## src/core/emtx_pkg.sv

```systemverilog
// Constants, register map and state encoding for the transmit path control block.
//
// Operation
// - Transmit enable high sends packets; low sends only idle characters.
// - FCS insertion high computes and appends FCS; low appends none.
// - Gap setting 8 to 12 gives average minimum gap in bytes, met with idles.
// - Gap setting 0 to 7 means only the terminate character between packets.
// - Send local fault emits local fault ordered sets, beating remote fault.
// - Send remote fault without local fault emits remote fault ordered sets.
// - Send idle high makes the transmit path emit only idle characters.
// - Custom preamble enable uses the preamble given with the packet.
// - Ignore FCS error only matters while FCS insertion is off.
// - Insertion off, ignore low: check each packet FCS, bad ones are not good.
// - Insertion off, ignore high: bad packet counted good, sent as is, flagged.
package emtx_pkg;

  // ------------------------
  // Register map
  // ------------------------
  localparam logic [7:0]  ADDR_CTRL      = 8'h00;
  localparam logic [7:0]  ADDR_STATUS    = 8'h04;
  localparam logic [7:0]  ADDR_IRQ_STAT  = 8'h08;
  localparam logic [7:0]  ADDR_IRQ_MASK  = 8'h0c;

  localparam int          CTL_TX_EN      = 0;
  localparam int          CTL_FCS_INS    = 1;
  localparam int          CTL_SEND_LF    = 2;
  localparam int          CTL_SEND_RF    = 3;
  localparam int          CTL_SEND_IDLE  = 4;
  localparam int          CTL_CUST_PRE   = 5;
  localparam int          CTL_IGN_FCS    = 6;
  localparam int          CTL_IPG_LO     = 8;
  localparam int          IPG_W          = 4;
  localparam logic [31:0] CTRL_RESET     = 32'h00000c02;
  localparam logic [31:0] CTRL_MASK      = 32'h00000f7f;

  localparam int          IRQ_PKT        = 0;
  localparam int          IRQ_BAD_FCS    = 1;
  localparam int          IRQ_FAULT      = 2;
  localparam int          IRQ_W          = 3;

  // ------------------------
  // Line characters and CRC
  // ------------------------
  localparam logic [7:0]  CH_IDLE        = 8'h07;
  localparam logic [7:0]  CH_START       = 8'hfb;
  localparam logic [7:0]  CH_TERM        = 8'hfd;
  localparam logic [7:0]  CH_ERR         = 8'hfe;
  localparam logic [7:0]  CH_SEQ         = 8'h9c;
  localparam logic [7:0]  CH_PRE         = 8'h55;
  localparam logic [7:0]  CH_SFD         = 8'hd5;
  localparam logic [7:0]  CH_ZERO        = 8'h00;
  localparam logic [7:0]  FAULT_LOCAL    = 8'h01;
  localparam logic [7:0]  FAULT_REMOTE   = 8'h02;
  localparam logic [3:0]  IPG_AVG_MIN    = 4'h8;
  localparam logic [3:0]  PRE_LAST       = 4'h7;
  localparam logic [3:0]  FCS_LAST       = 4'h3;
  localparam logic [3:0]  SEQ_LAST       = 4'h3;
  localparam logic [3:0]  CNT_ONE        = 4'h1;
  localparam logic [3:0]  CNT_ZERO       = 4'h0;
  localparam logic [31:0] CRC_INIT       = 32'hffffffff;
  localparam logic [31:0] CRC_POLY       = 32'hedb88320;
  localparam logic [31:0] CRC_RESIDUE    = 32'hdebb20e3;

  // ------------------------
  // Transmit state, Gray coded along the packet path
  // ------------------------
  typedef enum logic [2:0] {
    ST_IDLE  = 3'b000,
    ST_PRE   = 3'b001,
    ST_DATA  = 3'b011,
    ST_FCS   = 3'b010,
    ST_TERM  = 3'b110,
    ST_GAP   = 3'b111,
    ST_FAULT = 3'b101
  } emtx_state_type;

endpackage : emtx_pkg

```

## src/core/emtx_crc_if.sv

```systemverilog
// Interface between the transmit sequencer and its CRC engine.
`timescale 1ns/100ps
interface emtx_crc_if;
  logic        clear;
  logic        en;
  logic [7:0]  data;
  logic [31:0] value;

  modport client (output clear, output en, output data, input value);
  modport engine (input clear, input en, input data, output value);
endinterface : emtx_crc_if

```

## src/core/emtx_crc32.sv

```systemverilog
// Byte-wide CRC-32 engine for frame check sequence generation and checking.
`timescale 1ns/100ps
module emtx_crc32 (
  input  wire logic   sys_clk,
  input  wire logic   rst,
  emtx_crc_if.engine  crc
);

  logic [31:0] crc_q;

  function automatic logic [31:0] emtx_crc_byte(input logic [31:0] c, input logic [7:0] d);
    logic [31:0] r;
    r = c ^ {24'h000000, d};
    for (int i = 0; i < 8; i++) begin
      r = r[0] ? ((r >> 1) ^ emtx_pkg::CRC_POLY) : (r >> 1);
    end
    return r;
  endfunction : emtx_crc_byte

  // Clear wins over a byte in the same cycle: a new frame restarts the sum
  always_ff @(posedge sys_clk or posedge rst) begin
    if (rst) begin
      crc_q <= emtx_pkg::CRC_INIT;
    end else if (crc.clear) begin
      crc_q <= emtx_pkg::CRC_INIT;
    end else if (crc.en) begin
      crc_q <= emtx_crc_byte(crc_q, crc.data);
    end
  end

  assign crc.value = crc_q;

endmodule : emtx_crc32

```

## src/core/emtx_tx_top.sv

```systemverilog
// Transmit path control: APB registers, frame sequencer, FCS handling and interrupts.
//
// Our own choices: the register addresses and register access over APB.
`timescale 1ns/100ps
module emtx_tx_top #(
  parameter int LANES = 4
) (
  input  wire logic                  sys_clk,
  input  wire logic                  rst,
  // APB slave
  input  wire logic                  psel,
  input  wire logic                  penable,
  input  wire logic                  pwrite,
  input  wire logic [7:0]            paddr,
  input  wire logic [31:0]           pwdata,
  output logic      [31:0]           prdata,
  output logic                       pready,
  output logic                       pslverr,
  // Packet stream from user logic, one byte a cycle
  input  wire logic [7:0]            s_data,
  input  wire logic                  s_valid,
  input  wire logic                  s_last,
  input  wire logic [55:0]           s_preamble,
  output logic                       s_ready,
  // Line side character stream
  output logic      [7:0]            tx_data,
  output logic                       tx_ctrl,
  // Per-lane alignment markers
  input  wire logic [LANES*64-1:0]   lane_align_marker_value,
  output logic      [LANES*64-1:0]   lane_marker_out,
  // Per-packet statistics pulses and the interrupt output
  output logic                       stat_tx_packet,
  output logic                       stat_tx_good,
  output logic                       stat_tx_bad_fcs,
  output logic                       stat_tx_stomped_fcs,
  output logic                       irq
);

  // ------------------------
  // Declarations
  // ------------------------
  emtx_pkg::emtx_state_type state_q;
  emtx_pkg::emtx_state_type state_d;

  logic [31:0]             ctrl_q;
  logic [emtx_pkg::IRQ_W-1:0] irq_stat_q;
  logic [emtx_pkg::IRQ_W-1:0] irq_stat_d;
  logic [emtx_pkg::IRQ_W-1:0] irq_mask_q;
  logic [emtx_pkg::IRQ_W-1:0] irq_ev;
  logic [31:0]             prdata_q;
  logic                    pready_q;
  logic                    pslverr_q;
  logic                    apb_wr;
  logic                    apb_rd;
  logic                    addr_ok;
  logic [31:0]             rd_mux;

  logic [3:0]              cnt_q;
  logic [3:0]              cnt_d;
  logic [55:0]             pre_q;
  logic                    fcs_ins_q;
  logic                    ign_fcs_q;
  logic                    cust_pre_q;
  logic [7:0]              fault_kind_q;
  logic [7:0]              fault_kind_d;
  logic [7:0]              out_d;
  logic                    ctl_d;
  logic                    start_pkt;
  logic                    start_fault;
  logic                    accept;
  logic                    crc_ok;
  logic [2:0]              pre_idx;
  logic [31:0]             fcs_inv;
  logic [3:0]              ipg;

  logic [7:0]              tx_data_q;
  logic                    tx_ctrl_q;
  logic                    s_ready_q;
  logic                    stat_pkt_q;
  logic                    stat_good_q;
  logic                    stat_bad_q;
  logic                    stat_stomp_q;
  logic                    irq_q;
  logic [LANES*64-1:0]     marker_q;

  emtx_crc_if              crc_bus ();

  emtx_crc32 u_crc (
    .sys_clk (sys_clk),
    .rst     (rst),
    .crc     (crc_bus.engine)
  );

  // ------------------------
  // APB slave
  // ------------------------
  // Every access takes one wait state so that ready and data come from flops
  assign apb_wr  = psel & penable & pready_q & pwrite;
  assign apb_rd  = psel & penable & ~pready_q & ~pwrite;
  assign addr_ok = (paddr == emtx_pkg::ADDR_CTRL) | (paddr == emtx_pkg::ADDR_STATUS) |
                   (paddr == emtx_pkg::ADDR_IRQ_STAT) | (paddr == emtx_pkg::ADDR_IRQ_MASK);

  always_comb begin
    rd_mux = 32'h00000000;
    case (paddr)
      emtx_pkg::ADDR_CTRL:     rd_mux = ctrl_q;
      emtx_pkg::ADDR_STATUS:   rd_mux = {28'h0000000, state_q, (state_q != emtx_pkg::ST_IDLE)};
      emtx_pkg::ADDR_IRQ_STAT: rd_mux = {29'h00000000, irq_stat_q};
      emtx_pkg::ADDR_IRQ_MASK: rd_mux = {29'h00000000, irq_mask_q};
      default:                 rd_mux = 32'h00000000;
    endcase
  end

  always_ff @(posedge sys_clk or posedge rst) begin
    if (rst) begin
      pready_q  <= 1'b0;
      pslverr_q <= 1'b0;
      prdata_q  <= 32'h00000000;
    end else begin
      pready_q  <= psel & penable & ~pready_q;
      pslverr_q <= psel & penable & ~pready_q & ~addr_ok;
      if (apb_rd) begin
        prdata_q <= rd_mux;
      end
    end
  end

  always_ff @(posedge sys_clk or posedge rst) begin
    if (rst) begin
      ctrl_q     <= emtx_pkg::CTRL_RESET;
      irq_mask_q <= 3'h0;
    end else if (apb_wr) begin
      if (paddr == emtx_pkg::ADDR_CTRL) begin
        ctrl_q <= pwdata & emtx_pkg::CTRL_MASK;
      end
      if (paddr == emtx_pkg::ADDR_IRQ_MASK) begin
        irq_mask_q <= pwdata[emtx_pkg::IRQ_W-1:0];
      end
    end
  end

  assign ipg = ctrl_q[emtx_pkg::CTL_IPG_LO +: emtx_pkg::IPG_W];

  // ------------------------
  // Frame sequencer
  // ------------------------
  // Idle and enable outrank faults; local outranks remote
  assign start_fault = ctrl_q[emtx_pkg::CTL_TX_EN] & ~ctrl_q[emtx_pkg::CTL_SEND_IDLE] &
                       (ctrl_q[emtx_pkg::CTL_SEND_LF] | ctrl_q[emtx_pkg::CTL_SEND_RF]);
  assign start_pkt   = ctrl_q[emtx_pkg::CTL_TX_EN] & ~ctrl_q[emtx_pkg::CTL_SEND_IDLE] &
                       ~start_fault & s_valid;
  assign accept      = (state_q == emtx_pkg::ST_DATA) & s_valid & s_ready_q;
  assign pre_idx     = 3'(cnt_q - emtx_pkg::CNT_ONE);
  assign fcs_inv     = ~crc_bus.value;
  assign crc_ok      = (crc_bus.value == emtx_pkg::CRC_RESIDUE);

  always_comb begin
    state_d      = state_q;
    cnt_d        = cnt_q;
    fault_kind_d = fault_kind_q;
    out_d        = emtx_pkg::CH_IDLE;
    ctl_d        = 1'b1;
    case (state_q)
      emtx_pkg::ST_IDLE: begin
        // Start controls are only looked at here, between frames; the gap setting is read live in ST_TERM
        if (start_fault) begin
          out_d   = emtx_pkg::CH_SEQ;
          cnt_d   = emtx_pkg::CNT_ONE;
          state_d = emtx_pkg::ST_FAULT;
          fault_kind_d = ctrl_q[emtx_pkg::CTL_SEND_LF] ? emtx_pkg::FAULT_LOCAL
                                                       : emtx_pkg::FAULT_REMOTE;
        end else if (start_pkt) begin
          out_d   = emtx_pkg::CH_START;
          cnt_d   = emtx_pkg::CNT_ONE;
          state_d = emtx_pkg::ST_PRE;
        end
      end
      emtx_pkg::ST_PRE: begin
        ctl_d = 1'b0;
        if (cust_pre_q) begin
          out_d = pre_q[8*pre_idx +: 8];
        end else begin
          out_d = (cnt_q == emtx_pkg::PRE_LAST) ? emtx_pkg::CH_SFD : emtx_pkg::CH_PRE;
        end
        cnt_d = cnt_q + emtx_pkg::CNT_ONE;
        if (cnt_q == emtx_pkg::PRE_LAST) begin
          state_d = emtx_pkg::ST_DATA;
        end
      end
      emtx_pkg::ST_DATA: begin
        if (accept) begin
          out_d = s_data;
          ctl_d = 1'b0;
          if (s_last) begin
            cnt_d   = emtx_pkg::CNT_ZERO;
            state_d = fcs_ins_q ? emtx_pkg::ST_FCS : emtx_pkg::ST_TERM;
          end
        end else begin
          // Underrun inside a frame: mark the line with an error character
          out_d = emtx_pkg::CH_ERR;
        end
      end
      emtx_pkg::ST_FCS: begin
        ctl_d = 1'b0;
        out_d = fcs_inv[8*cnt_q[1:0] +: 8];
        cnt_d = cnt_q + emtx_pkg::CNT_ONE;
        if (cnt_q == emtx_pkg::FCS_LAST) begin
          state_d = emtx_pkg::ST_TERM;
        end
      end
      emtx_pkg::ST_TERM: begin
        out_d = emtx_pkg::CH_TERM;
        // Terminate counts as one gap byte; the rest are idles
        if (ipg >= emtx_pkg::IPG_AVG_MIN) begin
          cnt_d   = ipg - emtx_pkg::CNT_ONE;
          state_d = emtx_pkg::ST_GAP;
        end else begin
          state_d = emtx_pkg::ST_IDLE;
        end
      end
      emtx_pkg::ST_GAP: begin
        cnt_d = cnt_q - emtx_pkg::CNT_ONE;
        if (cnt_q == emtx_pkg::CNT_ONE) begin
          state_d = emtx_pkg::ST_IDLE;
        end
      end
      emtx_pkg::ST_FAULT: begin
        out_d = (cnt_q == emtx_pkg::SEQ_LAST) ? fault_kind_q : emtx_pkg::CH_ZERO;
        ctl_d = 1'b0;
        cnt_d = cnt_q + emtx_pkg::CNT_ONE;
        if (cnt_q == emtx_pkg::SEQ_LAST) begin
          state_d = emtx_pkg::ST_IDLE;
        end
      end
      default: begin
        state_d = emtx_pkg::ST_IDLE;
      end
    endcase
  end

  always_ff @(posedge sys_clk or posedge rst) begin
    if (rst) begin
      state_q      <= emtx_pkg::ST_IDLE;
      cnt_q        <= 4'h0;
      fault_kind_q <= 8'h00;
      tx_data_q    <= emtx_pkg::CH_IDLE;
      tx_ctrl_q    <= 1'b1;
      s_ready_q    <= 1'b0;
    end else begin
      state_q      <= state_d;
      cnt_q        <= cnt_d;
      fault_kind_q <= fault_kind_d;
      tx_data_q    <= out_d;
      tx_ctrl_q    <= ctl_d;
      s_ready_q    <= (state_d == emtx_pkg::ST_DATA) & ~(accept & s_last);
    end
  end

  // Per-frame settings are frozen at the start character
  always_ff @(posedge sys_clk or posedge rst) begin
    if (rst) begin
      pre_q      <= 56'h00000000000000;
      fcs_ins_q  <= 1'b0;
      ign_fcs_q  <= 1'b0;
      cust_pre_q <= 1'b0;
    end else if ((state_q == emtx_pkg::ST_IDLE) & ~start_fault & start_pkt) begin
      pre_q      <= s_preamble;
      fcs_ins_q  <= ctrl_q[emtx_pkg::CTL_FCS_INS];
      ign_fcs_q  <= ctrl_q[emtx_pkg::CTL_IGN_FCS];
      cust_pre_q <= ctrl_q[emtx_pkg::CTL_CUST_PRE];
    end
  end

  assign crc_bus.clear = (state_q == emtx_pkg::ST_IDLE) & start_pkt;
  assign crc_bus.en    = accept;
  assign crc_bus.data  = s_data;

  // ------------------------
  // FCS check and statistics
  // ------------------------
  // With insertion off the user frame carries its own FCS, so the CRC
  // over the whole frame must land on the fixed residue
  always_ff @(posedge sys_clk or posedge rst) begin
    if (rst) begin
      stat_pkt_q   <= 1'b0;
      stat_good_q  <= 1'b0;
      stat_bad_q   <= 1'b0;
      stat_stomp_q <= 1'b0;
    end else begin
      stat_pkt_q   <= (state_q == emtx_pkg::ST_TERM);
      stat_good_q  <= (state_q == emtx_pkg::ST_TERM) &
                      (fcs_ins_q | crc_ok | ign_fcs_q);
      stat_bad_q   <= (state_q == emtx_pkg::ST_TERM) & ~fcs_ins_q & ~crc_ok;
      stat_stomp_q <= (state_q == emtx_pkg::ST_TERM) & ~fcs_ins_q & ~crc_ok &
                      ign_fcs_q;
    end
  end

  // ------------------------
  // Interrupts
  // ------------------------
  assign irq_ev[emtx_pkg::IRQ_PKT]     = (state_q == emtx_pkg::ST_TERM);
  assign irq_ev[emtx_pkg::IRQ_BAD_FCS] = (state_q == emtx_pkg::ST_TERM) & ~fcs_ins_q & ~crc_ok;
  assign irq_ev[emtx_pkg::IRQ_FAULT]   = (state_q == emtx_pkg::ST_IDLE) & start_fault;

  // A new event in the clearing cycle survives the write of one
  always_comb begin
    irq_stat_d = irq_stat_q;
    if (apb_wr & (paddr == emtx_pkg::ADDR_IRQ_STAT)) begin
      irq_stat_d = irq_stat_q & ~pwdata[emtx_pkg::IRQ_W-1:0];
    end
    irq_stat_d = irq_stat_d | irq_ev;
  end

  always_ff @(posedge sys_clk or posedge rst) begin
    if (rst) begin
      irq_stat_q <= 3'h0;
      irq_q      <= 1'b0;
    end else begin
      irq_stat_q <= irq_stat_d;
      irq_q      <= |(irq_stat_d & irq_mask_q);
    end
  end

  // ------------------------
  // Lane alignment markers
  // ------------------------
  // Cleared in reset; after that each lane's value is registered from the input on every clock
  for (genvar g = 0; g < LANES; g++) begin : g_lane
    always_ff @(posedge sys_clk or posedge rst) begin
      if (rst) begin
        marker_q[g*64 +: 64] <= 64'h0000000000000000;
      end else begin
        marker_q[g*64 +: 64] <= lane_align_marker_value[g*64 +: 64];
      end
    end
  end

  // ------------------------
  // Outputs
  // ------------------------
  assign prdata              = prdata_q;
  assign pready              = pready_q;
  assign pslverr             = pslverr_q;
  assign s_ready             = s_ready_q;
  assign tx_data             = tx_data_q;
  assign tx_ctrl             = tx_ctrl_q;
  assign lane_marker_out     = marker_q;
  assign stat_tx_packet      = stat_pkt_q;
  assign stat_tx_good        = stat_good_q;
  assign stat_tx_bad_fcs     = stat_bad_q;
  assign stat_tx_stomped_fcs = stat_stomp_q;
  assign irq                 = irq_q;

endmodule : emtx_tx_top

```

## config.mk

```make
export PLATFORM = sky130hd
export DESIGN_NAME = emtx_tx_top
export DESIGN_NICKNAME = d
export VERILOG_FILES = /design/src/core/emtx_pkg.sv /design/src/core/emtx_crc_if.sv /design/src/core/emtx_crc32.sv /design/src/core/emtx_tx_top.sv
export SDC_FILE = /design/constraint.sdc
export NUM_CORES = 1
export LEC_CHECK = 0
export ABC_AREA = 1
export ABC_CLOCK_PERIOD_IN_PS = 36500
export BUFFER_PORTS_ARGS = -buffer_cell sky130_fd_sc_hd__buf_2
export CAP_MARGIN = 15
export CELL_PAD_IN_SITES_DETAIL_PLACEMENT = 1
export CELL_PAD_IN_SITES_GLOBAL_PLACEMENT = 2
export CORE_AREA = 2 2 260 262
export DETAILED_ROUTE_END_ITERATION = 7
export DIE_AREA = 0 0 262 264
export PLACE_DENSITY = 0.77
export SLEW_MARGIN = 10
export SYNTH_ARGS = -nofsm -noshare
export SYNTH_HDL_FRONTEND = slang
export SYNTH_SLANG_ARGS = --single-unit
```

## constraint.sdc

```tcl
create_clock -name sys_clk -period 36.5 [get_ports sys_clk]
set_input_delay 1.825 -clock sys_clk [delete_from_list [all_inputs] [get_ports sys_clk]]
set_output_delay 1.825 -clock sys_clk [all_outputs]
set_load 0.05 [all_outputs]
```

== Word level (Yosys, flattened, before mapping) ==
Cells that the tools add are included.
Cells by class
  add/sub/neg operators: 3
  $mul: 0
  divide/modulo/power cells: 0
  magnitude comparators: 1
  equality and inequality tests: 18
  shifts and indexed selects: 2
  multiplexer cells: 39
  bitwise operators: 51
  reductions and logical operators: 11
Operators by type and width (number)
  $mux 32: 10
  $not 13->14: 8
  $shiftx 56x7->8: 1
  $mux 8: 6
  $pmux 12 s4: 1
  $pmux 8 s6: 1
  $mux 3: 11
  $eq 32x32->1 const B: 1
  $not 32->32: 1
  $shiftx 32x6->8: 1
  $xor 32x8->32: 1
  $and 1x1->1: 23
  $pmux 3 s7: 1
  $mux 4: 5
  $pmux 4 s5: 1
  $eq 8x4->1 const B: 2
  $eq 3x2->1 const B: 3
  $eq 3x3->1 const B: 3
  $eq 8x3->1 const B: 1
  $logic_not 8->1: 1
  $not 1->1: 8
  $sub 4x1->4 const B: 2
  $and 3x3->3: 2
  $or 1x1->1: 6
  other kinds (21): 25
Storage, ports and cells
  bits in registers: 428
  bits in latches: 0
  bits in writable memories: 0
  ROM bits: 0
  input port bits: 367
  output and inout bits: 305
  logic and storage cells: 151
  memories kept: 0

== Depth between registers and ports, before layout ==
  word-level depth: 19
  gate-level depth with buffers: 14
  depth with buffers taken out: 13

== Modules after synthesis ==
From an unflattened synthesis, not the netlist that was laid out.
Unflattened totals
  cells, all modules: 1405
  area total of the unflattened synthesis: 14792.9 µm²
By module, submodules not included
  emtx_tx_top: times used 1, cells each 1068, area each 12394.4 µm², sequential area each 9242.6 µm²
  emtx_crc32: times used 1, cells each 337, area each 2398.6 µm², sequential area each 840.8 µm²

== Least setup slack after synthesis ==
Ideal clock, no wire load.
  path kind: input port to flip-flop
  start point: input paddr[1]
  end point: register ctrl_q[5]
  setup time: 0.124 ns
  arrival time: 2.795 ns
  data required time: 36.376 ns
  setup slack: 33.581 ns
  stages: 7
  buffers on the path: 1
  path through: nor2_1 > inv_1 > nor4_4 > nand2_1 > buf_2 > nor2_1 > a21oi_1
On the way
  word-level cells in the longest chain between the ends: 2
Ends and longest elaborated chain
  from (decl): line emtx_tx_top.sv:14  | input wire logic [7:0] paddr,
  $logic_not 8->1: line emtx_tx_top.sv:133  | if (paddr == emtx_pkg::ADDR_CTRL) begin
  $reduce_and 2->1 (no source line)
  to (signal assigned): line emtx_tx_top.sv:130  | ctrl_q <= emtx_pkg::CTRL_RESET;
  to (signal assigned): line emtx_tx_top.sv:134  | ctrl_q <= pwdata & emtx_pkg::CTRL_MASK;
  to (decl): line emtx_tx_top.sv:45  | logic [31:0] ctrl_q;
No other way between the ends.
A chain may end at the register's enable or synchronous reset.

== Final worst setup path ==
  start point: register cnt_q[0]
  end point: register tx_data_q[4], in the netlist tx_data[4]
On the way
  word-level cells in the longest chain between the ends: 4
  elaborated cells between the ends (all ways): 7
  classes of those cells: add/sub: 1; eq/ne: 1; shift: 2; mux: 3
Ends and longest elaborated chain
  from (decl): line emtx_tx_top.sv:58  | logic [3:0] cnt_q;
  from (signal assigned): line emtx_tx_top.sv:251  | cnt_q <= cnt_d;
  $sub 4x1->4
  $shiftx 56x7->8: line emtx_tx_top.sv:181  | out_d = pre_q[8*pre_idx +: 8];
  $mux 8: line emtx_tx_top.sv:180  | if (cust_pre_q) begin
  $pmux 8 s6 (*): line emtx_tx_top.sv:163  | case (state_q)
  net out_d[4]: line emtx_tx_top.sv:66  | logic [7:0] out_d;
  to (signal assigned): line emtx_tx_top.sv:246  | tx_data_q <= emtx_pkg::CH_IDLE;
  to (signal assigned): line emtx_tx_top.sv:253  | tx_data_q <= out_d;
  to (decl): line emtx_tx_top.sv:76  | logic [7:0] tx_data_q;
The timed path passes the listed nets; every way through them passes the cells marked *.

==> flow_metrics.env <==
export IMPL_run_status="completed"
export IMPL_post_cts_resized_instances=0
export IMPL_fin_total_pwr_uw=1206
export IMPL_post_syn_instances=1382
export IMPL_initial_util=0.2211
export IMPL_std_cell_rows=95
export IMPL_first_global_vias=13877
export IMPL_dr_first_iter_drc_count=737
export IMPL_critical_path_peak_fanout=53
export IMPL_final_min_clock_period_ns=4.032
export IMPL_finalSetupViolCount=0
export IMPL_post_route_util=0.3078
export IMPL_power_switching_fraction=0.3102
export IMPL_share_comb_of_total_power=0.177
export IMPL_crit_path_end_kind="flip-flop"
export IMPL_synthFlopType="sky130_fd_sc_hd__dfrtp_1"
export IMPL_postCtsSetupBuffers=0
export IMPL_sequentialPowerShare=0.395
export IMPL_grt_usage=0.2120
export IMPL_p_int_uw=832.1
export IMPL_first_pass_grt_wire_length_um=103300
export IMPL_grt_start_max_net_pins=86
export IMPL_route_final_wire_length_um=73850
export IMPL_ys_warn_count=0
export IMPL_seq_area_frac_synth=0.6852
export IMPL_antenna_violating_nets_post_route=0
export IMPL_die_area_um2=69170
export IMPL_vias_per_instance=4.385
export IMPL_route_detailed_wl_per_inst_um=25.01
export IMPL_grt_ovfl_total=0
export IMPL_dpl_hpwl_um=60480
export IMPL_ctsRootBufferMaster="sky130_fd_sc_hd__clkbuf_16"
export IMPL_chipHeight_um=264
export IMPL_cts_num_sinks=401
export IMPL_fin_worst_skew_ns=0.02136
export IMPL_tritoncts="done"
export IMPL_route_vias_total=12948
export IMPL_maxSlewViolCount=0
export IMPL_timing_critical_path_from_type="flip-flop"
export IMPL_netlist_area_um2=14720
export IMPL_max_clock_freq_ghz=0.2480
export IMPL_layout_area_overhead_vs_synth_pct=39.20
export IMPL_ys_async_sr_fraction=1.000
export IMPL_placement_setup_worst_slack_ns=32.14
export IMPL_fp_coreArea_um2=66560
export IMPL_drv_cap=0
export IMPL_io_pins=672
export IMPL_clockBufferDepth=3
export IMPL_synth_largest_area_cell="sky130_fd_sc_hd__dfrtp_1"
export IMPL_criticalPathCategory="flip-flop to flip-flop"
export IMPL_switching_power_uw=374.3
export IMPL_number_of_remaining_drc_errors=0
export IMPL_worstPathRequired_ns=36.86
export IMPL_cts_htree_levels=2
export IMPL_cts_made_buffers=48
export IMPL_cts_clk_slew_worst_paths_ns=0.06
export IMPL_finalHoldViolCount=0
export IMPL_horiz_die_dim_um=262
export IMPL_power_density_nw_per_um2=58.89
export IMPL_worstHoldPathType="flip-flop to flip-flop"
export IMPL_synth_area_top_cells="sky130_fd_sc_hd__dfrtp_1 62%, sky130_fd_sc_hd__nand2_1 7.2%, sky130_fd_sc_hd__dfstp_2 7.0%"
export IMPL_irDropWorstVdd_mv=0.04082
export IMPL_layout_worst_path_cycle_share=0.1105
export IMPL_grt_setup_unrepaired="false"
export IMPL_post_layout_net_count=2402
export IMPL_port_buffers=629
export IMPL_worst_slew_pin_slew_ns=1.010
export IMPL_relSlewSlack=0.3265
export IMPL_clock_power_share=0.428
export IMPL_ys_ff_latch=401
export IMPL_ctsHoldBuffers=0
export IMPL_arrival_ns=4.39
export IMPL_worst_skew_pair_late_latency_ns=0.58
export IMPL_fillerInstances=7793
export IMPL_gpl_final_weighted_congestion=1.117
export IMPL_grt_antenna_before_repair=48
export IMPL_post_synth_top_area_fraction=0.6155
export IMPL_cell_leakage_power_uw=0.01062
export IMPL_drive_above_1_share=0.3797
export IMPL_setup_slack_ns=32.47
export IMPL_fin_tns_setup_ns=0
export IMPL_timing_hold_ws_ns=0.4780
export IMPL_cell_variety_after_synth=49
export IMPL_synth_enable_flop_cells=0
export IMPL_detail_route_first_pass_iterations=5
export IMPL_post_synth_cell_area_avg_um2=10.65
==> synth_stat cells (5+ instances only) <==
cell / instances
sky130_fd_sc_hd__inv_1: 104
sky130_fd_sc_hd__nor2_1: 189
sky130_fd_sc_hd__buf_2: 12
sky130_fd_sc_hd__nor3_1: 13
sky130_fd_sc_hd__xnor2_1: 8
sky130_fd_sc_hd__clkbuf_1: 17
sky130_fd_sc_hd__dfrtp_1: 362
sky130_fd_sc_hd__nand2_1: 281
sky130_fd_sc_hd__o21ai_0: 61
sky130_fd_sc_hd__nand3_1: 83
sky130_fd_sc_hd__dfstp_2: 39
sky130_fd_sc_hd__nand2_2: 6
sky130_fd_sc_hd__a21oi_1: 60
sky130_fd_sc_hd__nand4_1: 13
sky130_fd_sc_hd__o22ai_1: 9
sky130_fd_sc_hd__nand3b_1: 5
sky130_fd_sc_hd__xor2_1: 24
sky130_fd_sc_hd__o21ai_1: 6
sky130_fd_sc_hd__o211ai_1: 11
sky130_fd_sc_hd__buf_4: 29
==> kinds of logic after synthesis <==
family,Yosys count,synth area share
XOR/XNOR,33,0.02015
adder cells (fa/ha/maj),4,0.003401
flip-flops,401,0.6852
buffers and inverters,172,0.05416
AND/OR/NAND/NOR,603,0.1728
AO/OA/AOI/OAI,168,0.06402
other,1,0.0002548
==> power by group through the flow <==
stage	clock network (µW)	logic [µW]	registers, µW
after floorplan	0	79.2	534
after global placement	0	213	483
after detailed placement	0	216	484
after CTS	530	217	476
after global routing	547	229	478
final	516	214	476
==> final cells by class <==
class | instances | area [µm²] | share of cell area
antenna | 10 | 25.02 | 0.001222
clock buffer | 70 | 1446 | 0.07060
clock inverter | 19 | 264.0 | 0.01289
inverter | 112 | 440.4 | 0.02150
multi-input combinational | 829 | 3911 | 0.1909
sequential | 401 | 10080 | 0.4922
tap | 873 | 1092 | 0.05332
timing repair buffer | 639 | 3223 | 0.1573
==> sequential cells by signal (all words and copies together), names as in the netlist, 3 cells and up <==
name and cells:
tx_data 8, state_q 3, irq_mask_q 3, u_crc.crc.value 32, prdata 11, cnt_q 4, irq_stat_q 3, ctrl_q 11
lane_marker_out 256, pre_q 56
==> metal layers <==
metal / up-vias / part of all wire / track usage
met3: 114 / 0.081 / 0.07427
met2: 476 / 0.51 / 0.3730
met4: 42 / 0.022 / 0.04642
met1: 6620 / 0.38 / 0.2464
li1: 5696 / - / -
met5: - / 0.0036 / 0
==> path summary, 6_finish.rpt <==
| kind | cells past startpoint | to | from | slack, ns |
|---|---|---|---|---|
| setup reg to reg | 11 | tx_data[4]$_DFF_PP0_ | cnt_q[0]$_DFFE_PP0P_ | 32.47 |
| hold / removal | 1 | prdata[3]$_DFFE_PP0P_ | prdata[3]$_DFFE_PP0P_ | 0.48 |
| hold reg to reg | 1 | prdata[3]$_DFFE_PP0P_ | prdata[3]$_DFFE_PP0P_ | 0.48 |
| min in group asynchronous | 2 | lane_marker_out[116]$_DFF_PP0_ | rst | 1.31 |
| max in group asynchronous | 4 | lane_marker_out[117]$_DFF_PP0_ | rst | 32.85 |
| setup / recovery | 11 | tx_data[4]$_DFF_PP0_ | cnt_q[0]$_DFFE_PP0P_ | 32.47 |
==> through the flow <==
stage	instance area (µm²)	std cells
global route	20470	2948
detailed placement	18750	2854
CTS	20460	2943
finish	20490	2953
floorplan	14790	1402
global placement	18750	2854
==> placed cells by master (no fill, tap or decap), drive strengths merged, types with 4 or more instances in the layout <==
cell type	n
o22ai	9
o211ai	11
clkbuf	70
nand4	13
conb	21
a21oi	61
nand3	84
inv	110
nor3	14
diode	10
bufinv	6
xnor2	8
nand3b	5
xor2	25
dfstp	39
a211oi	4
dfrtp	362
o2111ai	4
o21ai	67
clkinv	12
nand2	288
ha	4
nor2	194
buf	639
==> worst max-delay path: stages, from the launching register on <==
cell                      delay (ns)
sky130_fd_sc_hd__dfrtp_1        0.33
sky130_fd_sc_hd__buf_4          0.48
sky130_fd_sc_hd__inv_1          0.40
sky130_fd_sc_hd__buf_4          0.35
sky130_fd_sc_hd__ha_1           0.94
sky130_fd_sc_hd__nor2_1         0.32
sky130_fd_sc_hd__inv_1          0.21
sky130_fd_sc_hd__nor2_1         0.06
sky130_fd_sc_hd__o21ai_0        0.20
sky130_fd_sc_hd__nand3_1        0.12
sky130_fd_sc_hd__nand2_1        0.15
sky130_fd_sc_hd__nand4_1        0.16
(Power assumes the default switching activity.)
